**src/verilog/lcr_pkg.sv**
```systemverilog
// Constants for the LCD driver configuration register bank
package lcr_pkg;

  // ------------------------------------------------------------
  // Instruction tables
  // ------------------------------------------------------------
  localparam logic [2:0] TABLE_GREEN_LO = 3'h2;
  localparam logic [2:0] TABLE_MIXED = 3'h3;
  localparam logic [2:0] TABLE_CONFIG = 3'h4;
  localparam logic [2:0] TABLE_PALSEL = 3'h5;

  // ------------------------------------------------------------
  // Register addresses (4-bit, decoded inside the current table, except FH, which decodes in every table)
  // ------------------------------------------------------------
  localparam logic [3:0] ADDR_TABLE_SELECT = 4'hF;
  localparam logic [3:0] ADDR_SCAN_START = 4'h6;
  localparam logic [3:0] ADDR_DUTY_CLOCK = 4'h7;
  localparam logic [3:0] ADDR_GRAY_MODE = 4'h8;
  localparam logic [3:0] ADDR_BUS_OSC = 4'h9;
  localparam logic [3:0] ADDR_CONTRAST_LO = 4'hA;
  localparam logic [3:0] ADDR_CONTRAST_HI = 4'hB;
  localparam logic [3:0] ADDR_READ_POINTER = 4'hC;
  localparam logic [3:0] ADDR_FREQ_TRIM = 4'hD;
  localparam logic [3:0] ADDR_PALETTE_BANK = 4'h9;

  // Palette windows: first and last address of each run inside its table, and first entry of each run
  localparam logic [3:0] ADDR_GREEN_LO_BASE = 4'h6;
  localparam logic [3:0] ADDR_GREEN_LO_LAST = 4'hD;
  localparam logic [3:0] ADDR_GREEN_HI_LAST = 4'h3;
  localparam logic [3:0] ADDR_BLUE_LO_BASE = 4'h4;
  localparam logic [3:0] ADDR_BLUE_LO_LAST = 4'hD;
  localparam logic [3:0] ADDR_BLUE_HI_LAST = 4'h5;
  localparam logic [2:0] GREEN_LO_FIRST_ENTRY = 3'h2;
  localparam logic [2:0] GREEN_HI_FIRST_ENTRY = 3'h6;
  localparam logic [2:0] BLUE_HI_FIRST_ENTRY = 3'h5;

  // ------------------------------------------------------------
  // Field positions
  // ------------------------------------------------------------
  localparam int BIT_CLOCK_ENABLE = 0;
  localparam int BIT_DUTY_MINUS_ONE = 1;
  localparam int BIT_EIGHT_LEVEL = 2;
  localparam int BIT_FIXED_GRAY = 3;
  localparam int BIT_BUS_WIDTH = 0;
  localparam int BIT_CLOCK_SOURCE = 1;
  localparam int BIT_ABS_MODE = 2;
  localparam int BIT_PALETTE_BANK = 0;
  localparam int BIT_PALETTE_MSB = 0;

  // ------------------------------------------------------------
  // Reset values and special codes
  // ------------------------------------------------------------
  localparam logic [2:0] TABLE_SELECT_RESET = 3'h0;
  localparam logic [3:0] READ_POINTER_RESET = 4'hB;
  localparam logic [3:0] NIBBLE_RESET = 4'h0;
  localparam logic [6:0] CONTRAST_RESET = 7'h00;
  localparam logic [2:0] FREQ_TRIM_RESET = 3'h0;
  localparam logic [2:0] FREQ_TRIM_INHIBITED = 3'h7;
  localparam logic [4:0] PALETTE_RESET = 5'h00;
  localparam logic [6:0] LAST_COMMON = 7'h7F;

endpackage
```
**src/verilog/lcr_config_regs.sv**
```systemverilog
// Instruction register bank: green/blue palettes and display configuration
//
// Behaviour
// - Palette entry is five bits: even address bits 3..0, odd address bit 4.
// - Green entries 2..5 sit in table 2 at 6H..DH, two addresses each.
// - Green 6,7 at table 3 0H..3H; blue 0..4 at table 3 4H..DH.
// - Blue 5..7 at table 4 0H..5H; bank select adds eight to entry.
// - Scan-start code picks first common; reverse scan gives 127 minus index.
// - Clock enable low holds latch, frame marker, frame reverse, clock low.
// - Duty-minus-one set removes the dummy common timing.
// - Duty-minus-one clear: dummy timing non-select, segments repeat last line.
// - Address 8H bit 3 fixed 8-level; bit 2 variable 8 or 16 level.
// - Address 9H bit 0 selects 8-bit or 16-bit display data bus.
// - Address 9H bit 1 selects internal or external clock source.
// - Address 9H bit 2 turns absolute mode on.
// - Contrast applies only after both nibbles are written, never half.
// - Frequency trim code 111 is inhibited; such writes are ignored.
// - Reset clears every configuration field to zero, except the read pointer, which resets to BH.
// - Address FH selects the active table; other addresses decode in it.
// - Palette bank select picks lower or upper palette entries.
// - Register read returns the register named by the read pointer.
module lcr_config_regs (
  // Clock and reset
  input wire logic ref_clk,
  input wire logic nrst,
  // Host port pins
  input wire logic chip_select_n,
  input wire logic register_select,
  input wire logic read_strobe_n,
  input wire logic write_strobe_n,
  input wire logic [7:0] data_in,
  output logic [7:0] data_out,
  output logic data_oe_n,
  // Scan direction from display control
  input wire logic scan_reverse,
  // Timing generator raw outputs
  input wire logic timing_line_latch,
  input wire logic timing_frame_marker,
  input wire logic timing_frame_reverse,
  input wire logic timing_clock,
  // Gated display timing outputs
  output logic line_latch_out,
  output logic frame_marker_out,
  output logic frame_reverse_out,
  output logic display_clock_out,
  // Palette lookup from the grayscale engine
  input wire logic lookup_blue,
  input wire logic [3:0] lookup_entry,
  output logic [4:0] lookup_level,
  // Configuration towards the display core
  output logic [6:0] scan_start_common,
  output logic display_clock_enable,
  output logic duty_minus_one,
  output logic dummy_common_active,
  output logic fixed_gray_select,
  output logic eight_level_variable_select,
  output logic bus_width_select,
  output logic clock_source_select,
  output logic abs_mode_enable,
  output logic [6:0] contrast_value,
  output logic [2:0] freq_trim_code,
  output logic palette_bank_select,
  output logic [2:0] table_select
);

  // ------------------------------------------------------------
  // Functions
  // ------------------------------------------------------------

  // Palette decode: {hit, blue, entry[2:0], high_half}
  function automatic logic [5:0] palette_decode(input logic [2:0] tbl, input logic [3:0] addr);
    logic [2:0] ent;
    logic hit;
    logic blue;
    ent = 3'h0;
    hit = 1'b0;
    blue = 1'b0;
    if (tbl == lcr_pkg::TABLE_GREEN_LO && addr >= lcr_pkg::ADDR_GREEN_LO_BASE
        && addr <= lcr_pkg::ADDR_GREEN_LO_LAST)
    begin
      hit = 1'b1;
      ent = 3'((addr - lcr_pkg::ADDR_GREEN_LO_BASE) >> 1) + lcr_pkg::GREEN_LO_FIRST_ENTRY;
    end
    else if (tbl == lcr_pkg::TABLE_MIXED && addr <= lcr_pkg::ADDR_GREEN_HI_LAST)
    begin
      hit = 1'b1;
      ent = 3'(addr >> 1) + lcr_pkg::GREEN_HI_FIRST_ENTRY;
    end
    else if (tbl == lcr_pkg::TABLE_MIXED && addr >= lcr_pkg::ADDR_BLUE_LO_BASE
             && addr <= lcr_pkg::ADDR_BLUE_LO_LAST)
    begin
      hit = 1'b1;
      blue = 1'b1;
      ent = 3'((addr - lcr_pkg::ADDR_BLUE_LO_BASE) >> 1);
    end
    else if (tbl == lcr_pkg::TABLE_CONFIG && addr <= lcr_pkg::ADDR_BLUE_HI_LAST)
    begin
      hit = 1'b1;
      blue = 1'b1;
      ent = 3'(addr >> 1) + lcr_pkg::BLUE_HI_FIRST_ENTRY;
    end
    palette_decode = {hit, blue, ent, addr[0]};
  endfunction

  // First scanned common from scan-start code and direction
  function automatic logic [6:0] scan_index(input logic [3:0] code, input logic rev);
    logic [6:0] idx;
    idx = (code < 4'h2) ? 7'({code[0], 2'h0}) : 7'({code - 4'h1, 3'h0});
    scan_index = rev ? (lcr_pkg::LAST_COMMON - idx) : idx;
  endfunction

  // ------------------------------------------------------------
  // Reset release and pin synchronisers
  // ------------------------------------------------------------
  logic rst_meta_reg;
  logic rst_n;

  // Reset release through two flops
  always_ff @(posedge ref_clk or negedge nrst)
  begin
    if (!nrst)
    begin
      rst_meta_reg <= 1'b0;
      rst_n <= 1'b0;
    end
    else
    begin
      rst_meta_reg <= 1'b1;
      rst_n <= rst_meta_reg;
    end
  end

  logic [11:0] pin_meta_reg;
  logic [11:0] pin_sync_reg;
  logic wr_prev_reg;
  logic cs_n_s;
  logic rs_s;
  logic rd_n_s;
  logic wr_n_s;
  logic [7:0] data_s;

  // Two-flop capture of every host pin
  always_ff @(posedge ref_clk or negedge rst_n)
  begin
    if (!rst_n)
    begin
      pin_meta_reg <= 12'hF00;
      pin_sync_reg <= 12'hF00;
      wr_prev_reg <= 1'b1;
    end
    else
    begin
      pin_meta_reg <= {chip_select_n, register_select, read_strobe_n, write_strobe_n, data_in};
      pin_sync_reg <= pin_meta_reg;
      wr_prev_reg <= pin_sync_reg[8];
    end
  end

  assign cs_n_s = pin_sync_reg[11];
  assign rs_s = pin_sync_reg[10];
  assign rd_n_s = pin_sync_reg[9];
  assign wr_n_s = pin_sync_reg[8];
  assign data_s = pin_sync_reg[7:0];

  // ------------------------------------------------------------
  // Write decode
  // ------------------------------------------------------------
  logic wr_event;
  logic [3:0] wr_addr;
  logic [3:0] wr_nib;
  logic [5:0] wr_pal;
  logic in_config;

  // Instruction taken at the end of the write strobe
  assign wr_event = !wr_prev_reg && wr_n_s && !cs_n_s && rs_s;
  assign wr_addr = data_s[7:4];
  assign wr_nib = data_s[3:0];
  assign wr_pal = palette_decode(table_select, wr_addr);
  assign in_config = table_select == lcr_pkg::TABLE_CONFIG;

  // ------------------------------------------------------------
  // Table select, bank select, read pointer
  // ------------------------------------------------------------
  logic [3:0] read_pointer_reg;

  // Table select decodes in every table
  always_ff @(posedge ref_clk or negedge rst_n)
  begin
    if (!rst_n)
      table_select <= lcr_pkg::TABLE_SELECT_RESET;
    else if (wr_event && wr_addr == lcr_pkg::ADDR_TABLE_SELECT)
      table_select <= wr_nib[2:0];
  end

  // Palette bank select
  always_ff @(posedge ref_clk or negedge rst_n)
  begin
    if (!rst_n)
      palette_bank_select <= 1'b0;
    else if (wr_event && table_select == lcr_pkg::TABLE_PALSEL && wr_addr == lcr_pkg::ADDR_PALETTE_BANK)
      palette_bank_select <= wr_nib[lcr_pkg::BIT_PALETTE_BANK];
  end

  // Read pointer
  always_ff @(posedge ref_clk or negedge rst_n)
  begin
    if (!rst_n)
      read_pointer_reg <= lcr_pkg::READ_POINTER_RESET;
    else if (wr_event && in_config && wr_addr == lcr_pkg::ADDR_READ_POINTER)
      read_pointer_reg <= wr_nib;
  end

  // ------------------------------------------------------------
  // Palette storage, 16 entries per colour
  // ------------------------------------------------------------
  logic [4:0] green_mem [16];
  logic [4:0] blue_mem [16];
  logic [3:0] wr_slot;

  assign wr_slot = {palette_bank_select, wr_pal[3:1]};

  // Palette writes, low nibble or top bit
  always_ff @(posedge ref_clk or negedge rst_n)
  begin
    if (!rst_n)
    begin
      for (int i = 0; i < 16; i++)
      begin
        green_mem[i] <= lcr_pkg::PALETTE_RESET;
        blue_mem[i] <= lcr_pkg::PALETTE_RESET;
      end
    end
    else if (wr_event && wr_pal[5])
    begin
      if (wr_pal[4])
      begin
        if (wr_pal[0])
          blue_mem[wr_slot][4] <= wr_nib[lcr_pkg::BIT_PALETTE_MSB];
        else
          blue_mem[wr_slot][3:0] <= wr_nib;
      end
      else
      begin
        if (wr_pal[0])
          green_mem[wr_slot][4] <= wr_nib[lcr_pkg::BIT_PALETTE_MSB];
        else
          green_mem[wr_slot][3:0] <= wr_nib;
      end
    end
  end

  // Palette lookup port
  always_ff @(posedge ref_clk or negedge rst_n)
  begin
    if (!rst_n)
      lookup_level <= lcr_pkg::PALETTE_RESET;
    else
      lookup_level <= lookup_blue ? blue_mem[lookup_entry] : green_mem[lookup_entry];
  end

  // ------------------------------------------------------------
  // Configuration fields in table 4
  // ------------------------------------------------------------
  logic [3:0] scan_code_reg;

  // Scan-start, duty, clock gate, grayscale, bus and oscillator
  always_ff @(posedge ref_clk or negedge rst_n)
  begin
    if (!rst_n)
    begin
      scan_code_reg <= lcr_pkg::NIBBLE_RESET;
      display_clock_enable <= 1'b0;
      duty_minus_one <= 1'b0;
      fixed_gray_select <= 1'b0;
      eight_level_variable_select <= 1'b0;
      bus_width_select <= 1'b0;
      clock_source_select <= 1'b0;
      abs_mode_enable <= 1'b0;
    end
    else if (wr_event && in_config)
    begin
      unique case (wr_addr)
        lcr_pkg::ADDR_SCAN_START:
          scan_code_reg <= wr_nib;
        lcr_pkg::ADDR_DUTY_CLOCK:
        begin
          display_clock_enable <= wr_nib[lcr_pkg::BIT_CLOCK_ENABLE];
          duty_minus_one <= wr_nib[lcr_pkg::BIT_DUTY_MINUS_ONE];
        end
        lcr_pkg::ADDR_GRAY_MODE:
        begin
          fixed_gray_select <= wr_nib[lcr_pkg::BIT_FIXED_GRAY];
          eight_level_variable_select <= wr_nib[lcr_pkg::BIT_EIGHT_LEVEL];
        end
        lcr_pkg::ADDR_BUS_OSC:
        begin
          bus_width_select <= wr_nib[lcr_pkg::BIT_BUS_WIDTH];
          clock_source_select <= wr_nib[lcr_pkg::BIT_CLOCK_SOURCE];
          abs_mode_enable <= wr_nib[lcr_pkg::BIT_ABS_MODE];
        end
        default:
        begin
        end
      endcase
    end
  end

  // First scanned common
  always_ff @(posedge ref_clk or negedge rst_n)
  begin
    if (!rst_n)
      scan_start_common <= 7'h00;
    else
      scan_start_common <= scan_index(scan_code_reg, scan_reverse);
  end

  // Extra dummy common only while duty-minus-one is clear
  assign dummy_common_active = !duty_minus_one;

  // ------------------------------------------------------------
  // Contrast: staged nibbles, applied as a pair
  // ------------------------------------------------------------
  logic [3:0] contrast_lo_reg;
  logic [2:0] contrast_hi_reg;
  logic contrast_armed_reg;

  // Upper nibble arms, lower nibble commits
  always_ff @(posedge ref_clk or negedge rst_n)
  begin
    if (!rst_n)
    begin
      contrast_lo_reg <= lcr_pkg::NIBBLE_RESET;
      contrast_hi_reg <= 3'h0;
      contrast_armed_reg <= 1'b0;
      contrast_value <= lcr_pkg::CONTRAST_RESET;
    end
    else if (wr_event && in_config && wr_addr == lcr_pkg::ADDR_CONTRAST_HI)
    begin
      contrast_hi_reg <= wr_nib[2:0];
      contrast_armed_reg <= 1'b1;
    end
    else if (wr_event && in_config && wr_addr == lcr_pkg::ADDR_CONTRAST_LO)
    begin
      contrast_lo_reg <= wr_nib;
      contrast_armed_reg <= 1'b0;
      if (contrast_armed_reg)
        contrast_value <= {contrast_hi_reg, wr_nib};
    end
  end

  // ------------------------------------------------------------
  // Frequency trim
  // ------------------------------------------------------------

  // Inhibited code leaves the old value
  always_ff @(posedge ref_clk or negedge rst_n)
  begin
    if (!rst_n)
      freq_trim_code <= lcr_pkg::FREQ_TRIM_RESET;
    else if (wr_event && in_config && wr_addr == lcr_pkg::ADDR_FREQ_TRIM
             && wr_nib[2:0] != lcr_pkg::FREQ_TRIM_INHIBITED)
      freq_trim_code <= wr_nib[2:0];
  end

  // ------------------------------------------------------------
  // Display timing gate
  // ------------------------------------------------------------

  // Outputs held low while the display clock is off
  always_ff @(posedge ref_clk or negedge rst_n)
  begin
    if (!rst_n)
    begin
      line_latch_out <= 1'b0;
      frame_marker_out <= 1'b0;
      frame_reverse_out <= 1'b0;
      display_clock_out <= 1'b0;
    end
    else
    begin
      line_latch_out <= display_clock_enable && timing_line_latch;
      frame_marker_out <= display_clock_enable && timing_frame_marker;
      frame_reverse_out <= display_clock_enable && timing_frame_reverse;
      display_clock_out <= display_clock_enable && timing_clock;
    end
  end

  // ------------------------------------------------------------
  // Register read
  // ------------------------------------------------------------
  logic [5:0] rd_pal;
  logic [3:0] rd_slot;
  logic [4:0] rd_entry;
  logic [3:0] rd_nib;
  logic rd_active;

  assign rd_pal = palette_decode(table_select, read_pointer_reg);
  assign rd_slot = {palette_bank_select, rd_pal[3:1]};
  assign rd_entry = rd_pal[4] ? blue_mem[rd_slot] : green_mem[rd_slot];
  assign rd_active = !cs_n_s && rs_s && !rd_n_s;

  // Readback mux, unused bits zero
  always_comb
  begin
    rd_nib = 4'h0;
    if (read_pointer_reg == lcr_pkg::ADDR_TABLE_SELECT)
      rd_nib = {1'b0, table_select};
    else if (rd_pal[5])
      rd_nib = rd_pal[0] ? {3'h0, rd_entry[4]} : rd_entry[3:0];
    else if (table_select == lcr_pkg::TABLE_PALSEL && read_pointer_reg == lcr_pkg::ADDR_PALETTE_BANK)
      rd_nib = {3'h0, palette_bank_select};
    else if (in_config)
    begin
      unique case (read_pointer_reg)
        lcr_pkg::ADDR_SCAN_START: rd_nib = scan_code_reg;
        lcr_pkg::ADDR_DUTY_CLOCK: rd_nib = {2'h0, duty_minus_one, display_clock_enable};
        lcr_pkg::ADDR_GRAY_MODE: rd_nib = {fixed_gray_select, eight_level_variable_select, 2'h0};
        lcr_pkg::ADDR_BUS_OSC: rd_nib = {1'b0, abs_mode_enable, clock_source_select, bus_width_select};
        lcr_pkg::ADDR_CONTRAST_LO: rd_nib = contrast_lo_reg;
        lcr_pkg::ADDR_CONTRAST_HI: rd_nib = {1'b0, contrast_hi_reg};
        lcr_pkg::ADDR_FREQ_TRIM: rd_nib = {1'b0, freq_trim_code};
        default: rd_nib = 4'h0;
      endcase
    end
  end

  // Drive the bus while a read strobe is seen
  always_ff @(posedge ref_clk or negedge rst_n)
  begin
    if (!rst_n)
    begin
      data_out <= 8'h00;
      data_oe_n <= 1'b1;
    end
    else
    begin
      data_out <= rd_active ? {4'h0, rd_nib} : 8'h00;
      data_oe_n <= !rd_active;
    end
  end

endmodule

```
**config.mk**
```make
export PLATFORM = sky130hd
export DESIGN_NAME = lcr_config_regs
export DESIGN_NICKNAME = d
export VERILOG_FILES = /design/src/verilog/lcr_pkg.sv /design/src/verilog/lcr_config_regs.sv
export SDC_FILE = /design/constraint.sdc
export NUM_CORES = 1
export LEC_CHECK = 0
export ABC_CLOCK_PERIOD_IN_PS = 18520
export BUFFER_PORTS_ARGS = -buffer_cell sky130_fd_sc_hd__buf_2
export CORE_ASPECT_RATIO = 0.5
export CORE_UTILIZATION = 44
export DETAILED_ROUTE_END_ITERATION = 10
export GPL_ROUTABILITY_DRIVEN = 0
export PLACE_DENSITY = 0.63
export SLEW_MARGIN = 20
export SYNTH_ARGS = -nofsm -noshare
export SYNTH_HDL_FRONTEND = slang
export SYNTH_SLANG_ARGS = --single-unit
```
**constraint.sdc**
```tcl
create_clock -name ref_clk -period 18.52 [get_ports ref_clk]
set_clock_uncertainty 0.2 [all_clocks]
set_input_delay 4.63 -clock ref_clk [delete_from_list [all_inputs] [get_ports ref_clk]]
set_output_delay 4.63 -clock ref_clk [all_outputs]
set_load 0.01 [all_outputs]
```
-- Word-level counts from Yosys, hierarchy flattened
Cells that the tools add are included.
- register bits after elaboration: 245
- input port bits: 24
- output and inout bits: 47
- logic and storage cells: 217
- add/sub/neg operators: 12
- order comparisons: 15
- equal/unequal tests: 22
- multiplexer cells: 55
- bitwise operators: 5
- reduce and logical (&&, ||, !) cells: 47
- operators with widths (kind ; number):
    bitwise mux 80 bit ; 4
    2-to-1 mux 80 bit ; 2
    binary-select mux 5 bit (select 4 bit) ; 4
    2-to-1 mux 5 bit ; 11
    == test 4 bit, second input constant ; 13
    demux 5 bit (select 4 bit) ; 2
    logical AND 1 bit ; 33
    2-to-1 mux 4 bit ; 7
    case mux 4 bit (7 select lines) ; 1
    2-to-1 mux 3 bit ; 8
    == test 4 x 3 -> 1 bit, second input constant ; 4
    >= comparator 4 x 3 -> 1 bit, second input constant ; 4
    subtractor 4 x 3 -> 4 bit, second input constant ; 4
    >= comparator 5 bit, second input constant ; 3
    NOT 4 -> 5 bit ; 3
    2-to-1 mux 1 bit ; 14
    2-to-1 mux 7 bit ; 2
    AND reduction 2 bit ; 7
    adder 3 bit, second input constant ; 4
    less-or-equal comparator 4 x 2 -> 1 bit, second input constant ; 2
    less-or-equal comparator 4 x 3 -> 1 bit, second input constant ; 2
    less-or-equal comparator 4 bit, second input constant ; 2
    subtractor 7 bit, first input constant ; 1
    adder 3 x 2 -> 3 bit, second input constant ; 2
    other kinds (10) ; 17

-- Logic depth before layout (Yosys ltp)
- depth after elaboration: 15
- depth in mapped cells: 15
- depth with buffers taken out: 11

-- Least setup slack after synthesis
OpenSTA, ideal clock, no wires.
- path type: input -> register
- from: in lookup_entry[0]
- to: reg lookup_level[1]
- library setup time: 0.125 ns
- arrival: 6.566 ns
- required time: 18.195 ns
- path slack: 11.630 ns
- cell stages on the path: 5
- path buffers: 2
- cells stage by stage: clkbuf_1 buf_1 mux4_2 mux4_2 mux2_2
- word-level cells in the longest chain between the ends: 5
- elaborated cells on any way between the ends: 8
- those cells by class: 7 x mux; 1 x bitwise
- ends and longest elaborated chain (element ; line ; RTL):
    start: declaration ; lcr_config_regs.sv:48 ; input wire logic [3:0] lookup_entry,
    NOT 4 -> 5 bit (implied by the code) (*) ; lcr_config_regs.sv:258 ; lookup_level <= lookup_blue ? blue_mem[lookup_entry] : green_mem[lookup_entry];
    binary-select mux 5 bit (select 4 bit) ; lcr_config_regs.sv:258 ;
    2-to-1 mux 5 bit (implied by the code) (2 in series) ; lcr_config_regs.sv:258 ;
    2-to-1 mux 5 bit (*) ; lcr_config_regs.sv:258 ;
    end signal: assignment ; lcr_config_regs.sv:256 ; lookup_level <= lcr_pkg::PALETTE_RESET;
    end signal: assignment ; lcr_config_regs.sv:258 ;
    end: declaration ; lcr_config_regs.sv:49 ; output logic [4:0] lookup_level,
Every way passes the cells marked *; elsewhere a longest branch is shown, timed or not. The select of a mux whose other input is x is not followed.
A chain may end at the register's enable or synchronous reset.

-- Worst setup path in the final report
- from: in lookup_entry[0]
- to: reg lookup_level[0]
The elaborated chain is that of the path after synthesis.

==> qor.csv <==
stage;metric;value;unit
cts;clock buffer depth;3;
layout;fin cells;1497;
global_route;vias in the first global route;8959;
synth;fraction of registers with async set/reset;100.0;%
synth;post-synthesis register bit count;244;
route;Routed WL;36.33;mm
place;Setup Slack @ Placement;11400;ps
min_path;Worst Hold Class;register to register;
timing;slew at the pin with the worst max-slew slack;1093;ps
timing;Final WS setup;11940;ps
cts;clock root cell;clkbuf_16;
timing;final setup fails;0;
timing;Final Cycle Share;35.53;%
route;1st-pass router iterations;7;
run;Max-cap violations;0;
floorplan;full die area;30590;sq um
synth;synth warn;0;
cts;Sink Count;244;
layout;# fillers;2579;
place;DP Cell Count;1456;
route;Residual DRC;0;
global_route;global-route wire length before repair;55.77;mm
route;DR vias/cell;6.142;
critical_path;Worst Setup SP;lookup_entry[0];
cts;H-tree depth;1;
layout;final-stage net count;1128;
place;DP HPWL;25.02;mm
cts;Reg clk slew, reported paths;60;ps
synth;count leader, synth;dfrtp_1;
synth;post-synthesis compound-gate area fraction;7.402;%
timing;Max Slew Vio Count;0;
layout;Area Overhead vs Synth;9.736;%
layout;ratio of cells with drive above 1 in the final layout;38.43;%
global_route;GR Util All Layers;24.32;%
layout;multi-input logic area;6603;sq um
floorplan;Die Width;246.3;microns
synth;Synth Area in Simple Gates;9.917;%
synth;largest family of logic cells by synthesized area;multiplexers;
critical_path;Data required, critical path;18730;ps
route;drt initial violations;1016;
critical_path;Critical Path Fanout Max;40;
critical_path;WS Path Type;input port to register;
synth;Synth Area in Adders;1.238;%
synth;register area share after synthesis;46.61;%
power;Pleak;6.517;nW
cts;CTS tree;yes;
timing;setup TNS;0;ps
synth;list of most frequent post-synthesis cells;dfrtp_1, mux2_2, nand2_1, mux4_2, nor2_1;
cts;cts bufs inserted;23;
synth;post-synth top area share;44.01;%
status;status;complete, no violations;
floorplan;I/O Pins;71;
layout;register area;6127;sq um
min_path;min-delay src;pin_meta_reg[3]$_DFF_PN0_;
synth;Post-Syn Instances;1052;
synth;Yosys cell types;80;
floorplan;row count;44;
timing;final hold violation count;0;
timing;fin crit period;6581;ps
global_route;gr ovfl total;0;
synth;Synth area leader;dfrtp_1;
critical_path;Setup crit start kind;input port;
place;I/O Buffers;66;
synth;Top FF cell, synth;dfrtp_1;
synth;XOR/XNOR Fraction of Synth Area;0.5335;%
floorplan;Core ar.;29180;sq um
synth;Avg Synthesized Cell Area;12.48;sq um
layout;largest registers;blue_mem x80, green_mem x80;
power;Power per Cell Area;74.81;nW/um^2
timing;fmax;152.0;MHz
route;Antenna Nets Post-Route;0;
synth;Post-synth EDFFs;0;
cts;worst skew pair latency;540;ps
critical_path;worst r2r src;read_pointer_reg[1]$_DFFE_PN1P_;
floorplan;Initial Util;45.01;%
global_route;initial antenna violation count;0;
global_route;largest net degree at the start of global routing;81;
synth;ranking of synthesized cells by area;dfrtp_1, mux2_2, mux4_2;
synth;mux share of post-synthesis cell area;30.95;%
floorplan;Die Ht;124.2;microns
layout;ant diodes;0;
timing;max_slew headroom;26.56;%
route;routed length per placed instance;24.27;microns
route;via count;9195;
timing;RSZ-0062 raised after global routing;no;
synth;cell area after synthesis;13130;sq um
critical_path;CP endpoint kind;register;
critical_path;arrival time worst endpoint;6790;ps
power;VDD IR max;0.04680;mV
[repair_timing]
action / CTS / global route
hold buffers: 1 / 0
setup buffers: 0 / 0
endpoints found under the hold margin: 6 / 0
resized for setup: 0 / 0
[worst paths after layout]
path                                               to  slack, ps  cells past startpoint
max                         lookup_level[0]$_DFF_PN0_      11940                      5
min                         pin_sync_reg[3]$_DFF_PN0_        150                      0
max reg2reg                     data_out[2]$_DFF_PN0_      13560                     10
min reg2reg                 pin_sync_reg[3]$_DFF_PN0_        150                      0
max in group asynchronous             rst_n$_DFF_PN0_      14310                      1
min in group asynchronous  pin_meta_reg[11]$_DFF_PN1_        160                      0
[placed cells by master, fill, tap and decap left out, types with 5 or more instances in the layout]
master / n
nor3_1: 7
inv_1: 10
nand3_1: 25
conb_1: 5
mux2_2: 207
a21oi_1: 26
dfrtp_1: 229
buf_4: 14
and3_1: 10
and2_1: 15
o21ai_0: 10
a211oi_1: 5
nor2b_1: 8
nand2_1: 122
mux2i_1: 27
o2111ai_1: 5
o21ai_1: 5
clkbuf_16: 23
nand4_1: 5
xnor2_1: 5
o221a_2: 8
o211ai_1: 5
mux4_2: 65
ha_1: 13
nor2_1: 63
a22o_1: 6
clkbuf_1: 7
dfstp_2: 13
buf_2: 66
[layer usage]
layer | track usage [%] | wire length, microns
met4 | 5.594 | 875
met1 | 35.07 | 16410
met5 | 0 | 0
met3 | 6.809 | 3497
met2 | 36.29 | 15550
[worst max-delay path, stage by stage]
cell and delay, ps:
buf_2 70, buf_4 610, mux4_2 600, mux4_2 540
mux2_2 300
[cell families (layout without fill, tap and decap cells)]
kind of cell | after synthesis | after routing
flops | 244 | 244
xor+xnor | 8 | 8
other cells | 2 | 5
simple gates | 280 | 280
compound gates | 124 | 124
fa+ha+maj | 13 | 13
buf+inv | 82 | 133
mux | 299 | 299
[layout make-up]
cell class | instances | area share, %
clock buffers | 34 | 4.558
well taps | 391 | 3.394
multi-input cells | 729 | 45.81
clock inverters | 6 | 0.2691
inverters | 11 | 0.2865
repair buffers | 82 | 3.169
flip-flops and latches | 244 | 42.51
[through the flow]
stage / total power, W / hold slack, ps / utilization, % / area, sq um
finish: 0.001078 / 147.7 / 49.40 / 14410
global route: 0.001116 / 155.3 / 49.40 / 14410
CTS: 0.001083 / 148.4 / 49.38 / 14410
detailed placement: 0.0006351 / -16.95 / 46.96 / 13700
global placement: 0.0006335 / -22.80 / 46.96 / 13700
floorplan: 0.0006105 / 131.2 / - / 13150
[power by group]
| part | leakage (nW) | switching, W | internal (W) |
|---|---|---|---|
| clock | 0.337 | 0.000206 | 0.000246 |
| sequential | 3.31 | 0.00000570 | 0.000540 |
| combinational | 2.88 | 0.0000552 | 0.0000255 |
Note: power is estimated with default switching activity, not from simulation.
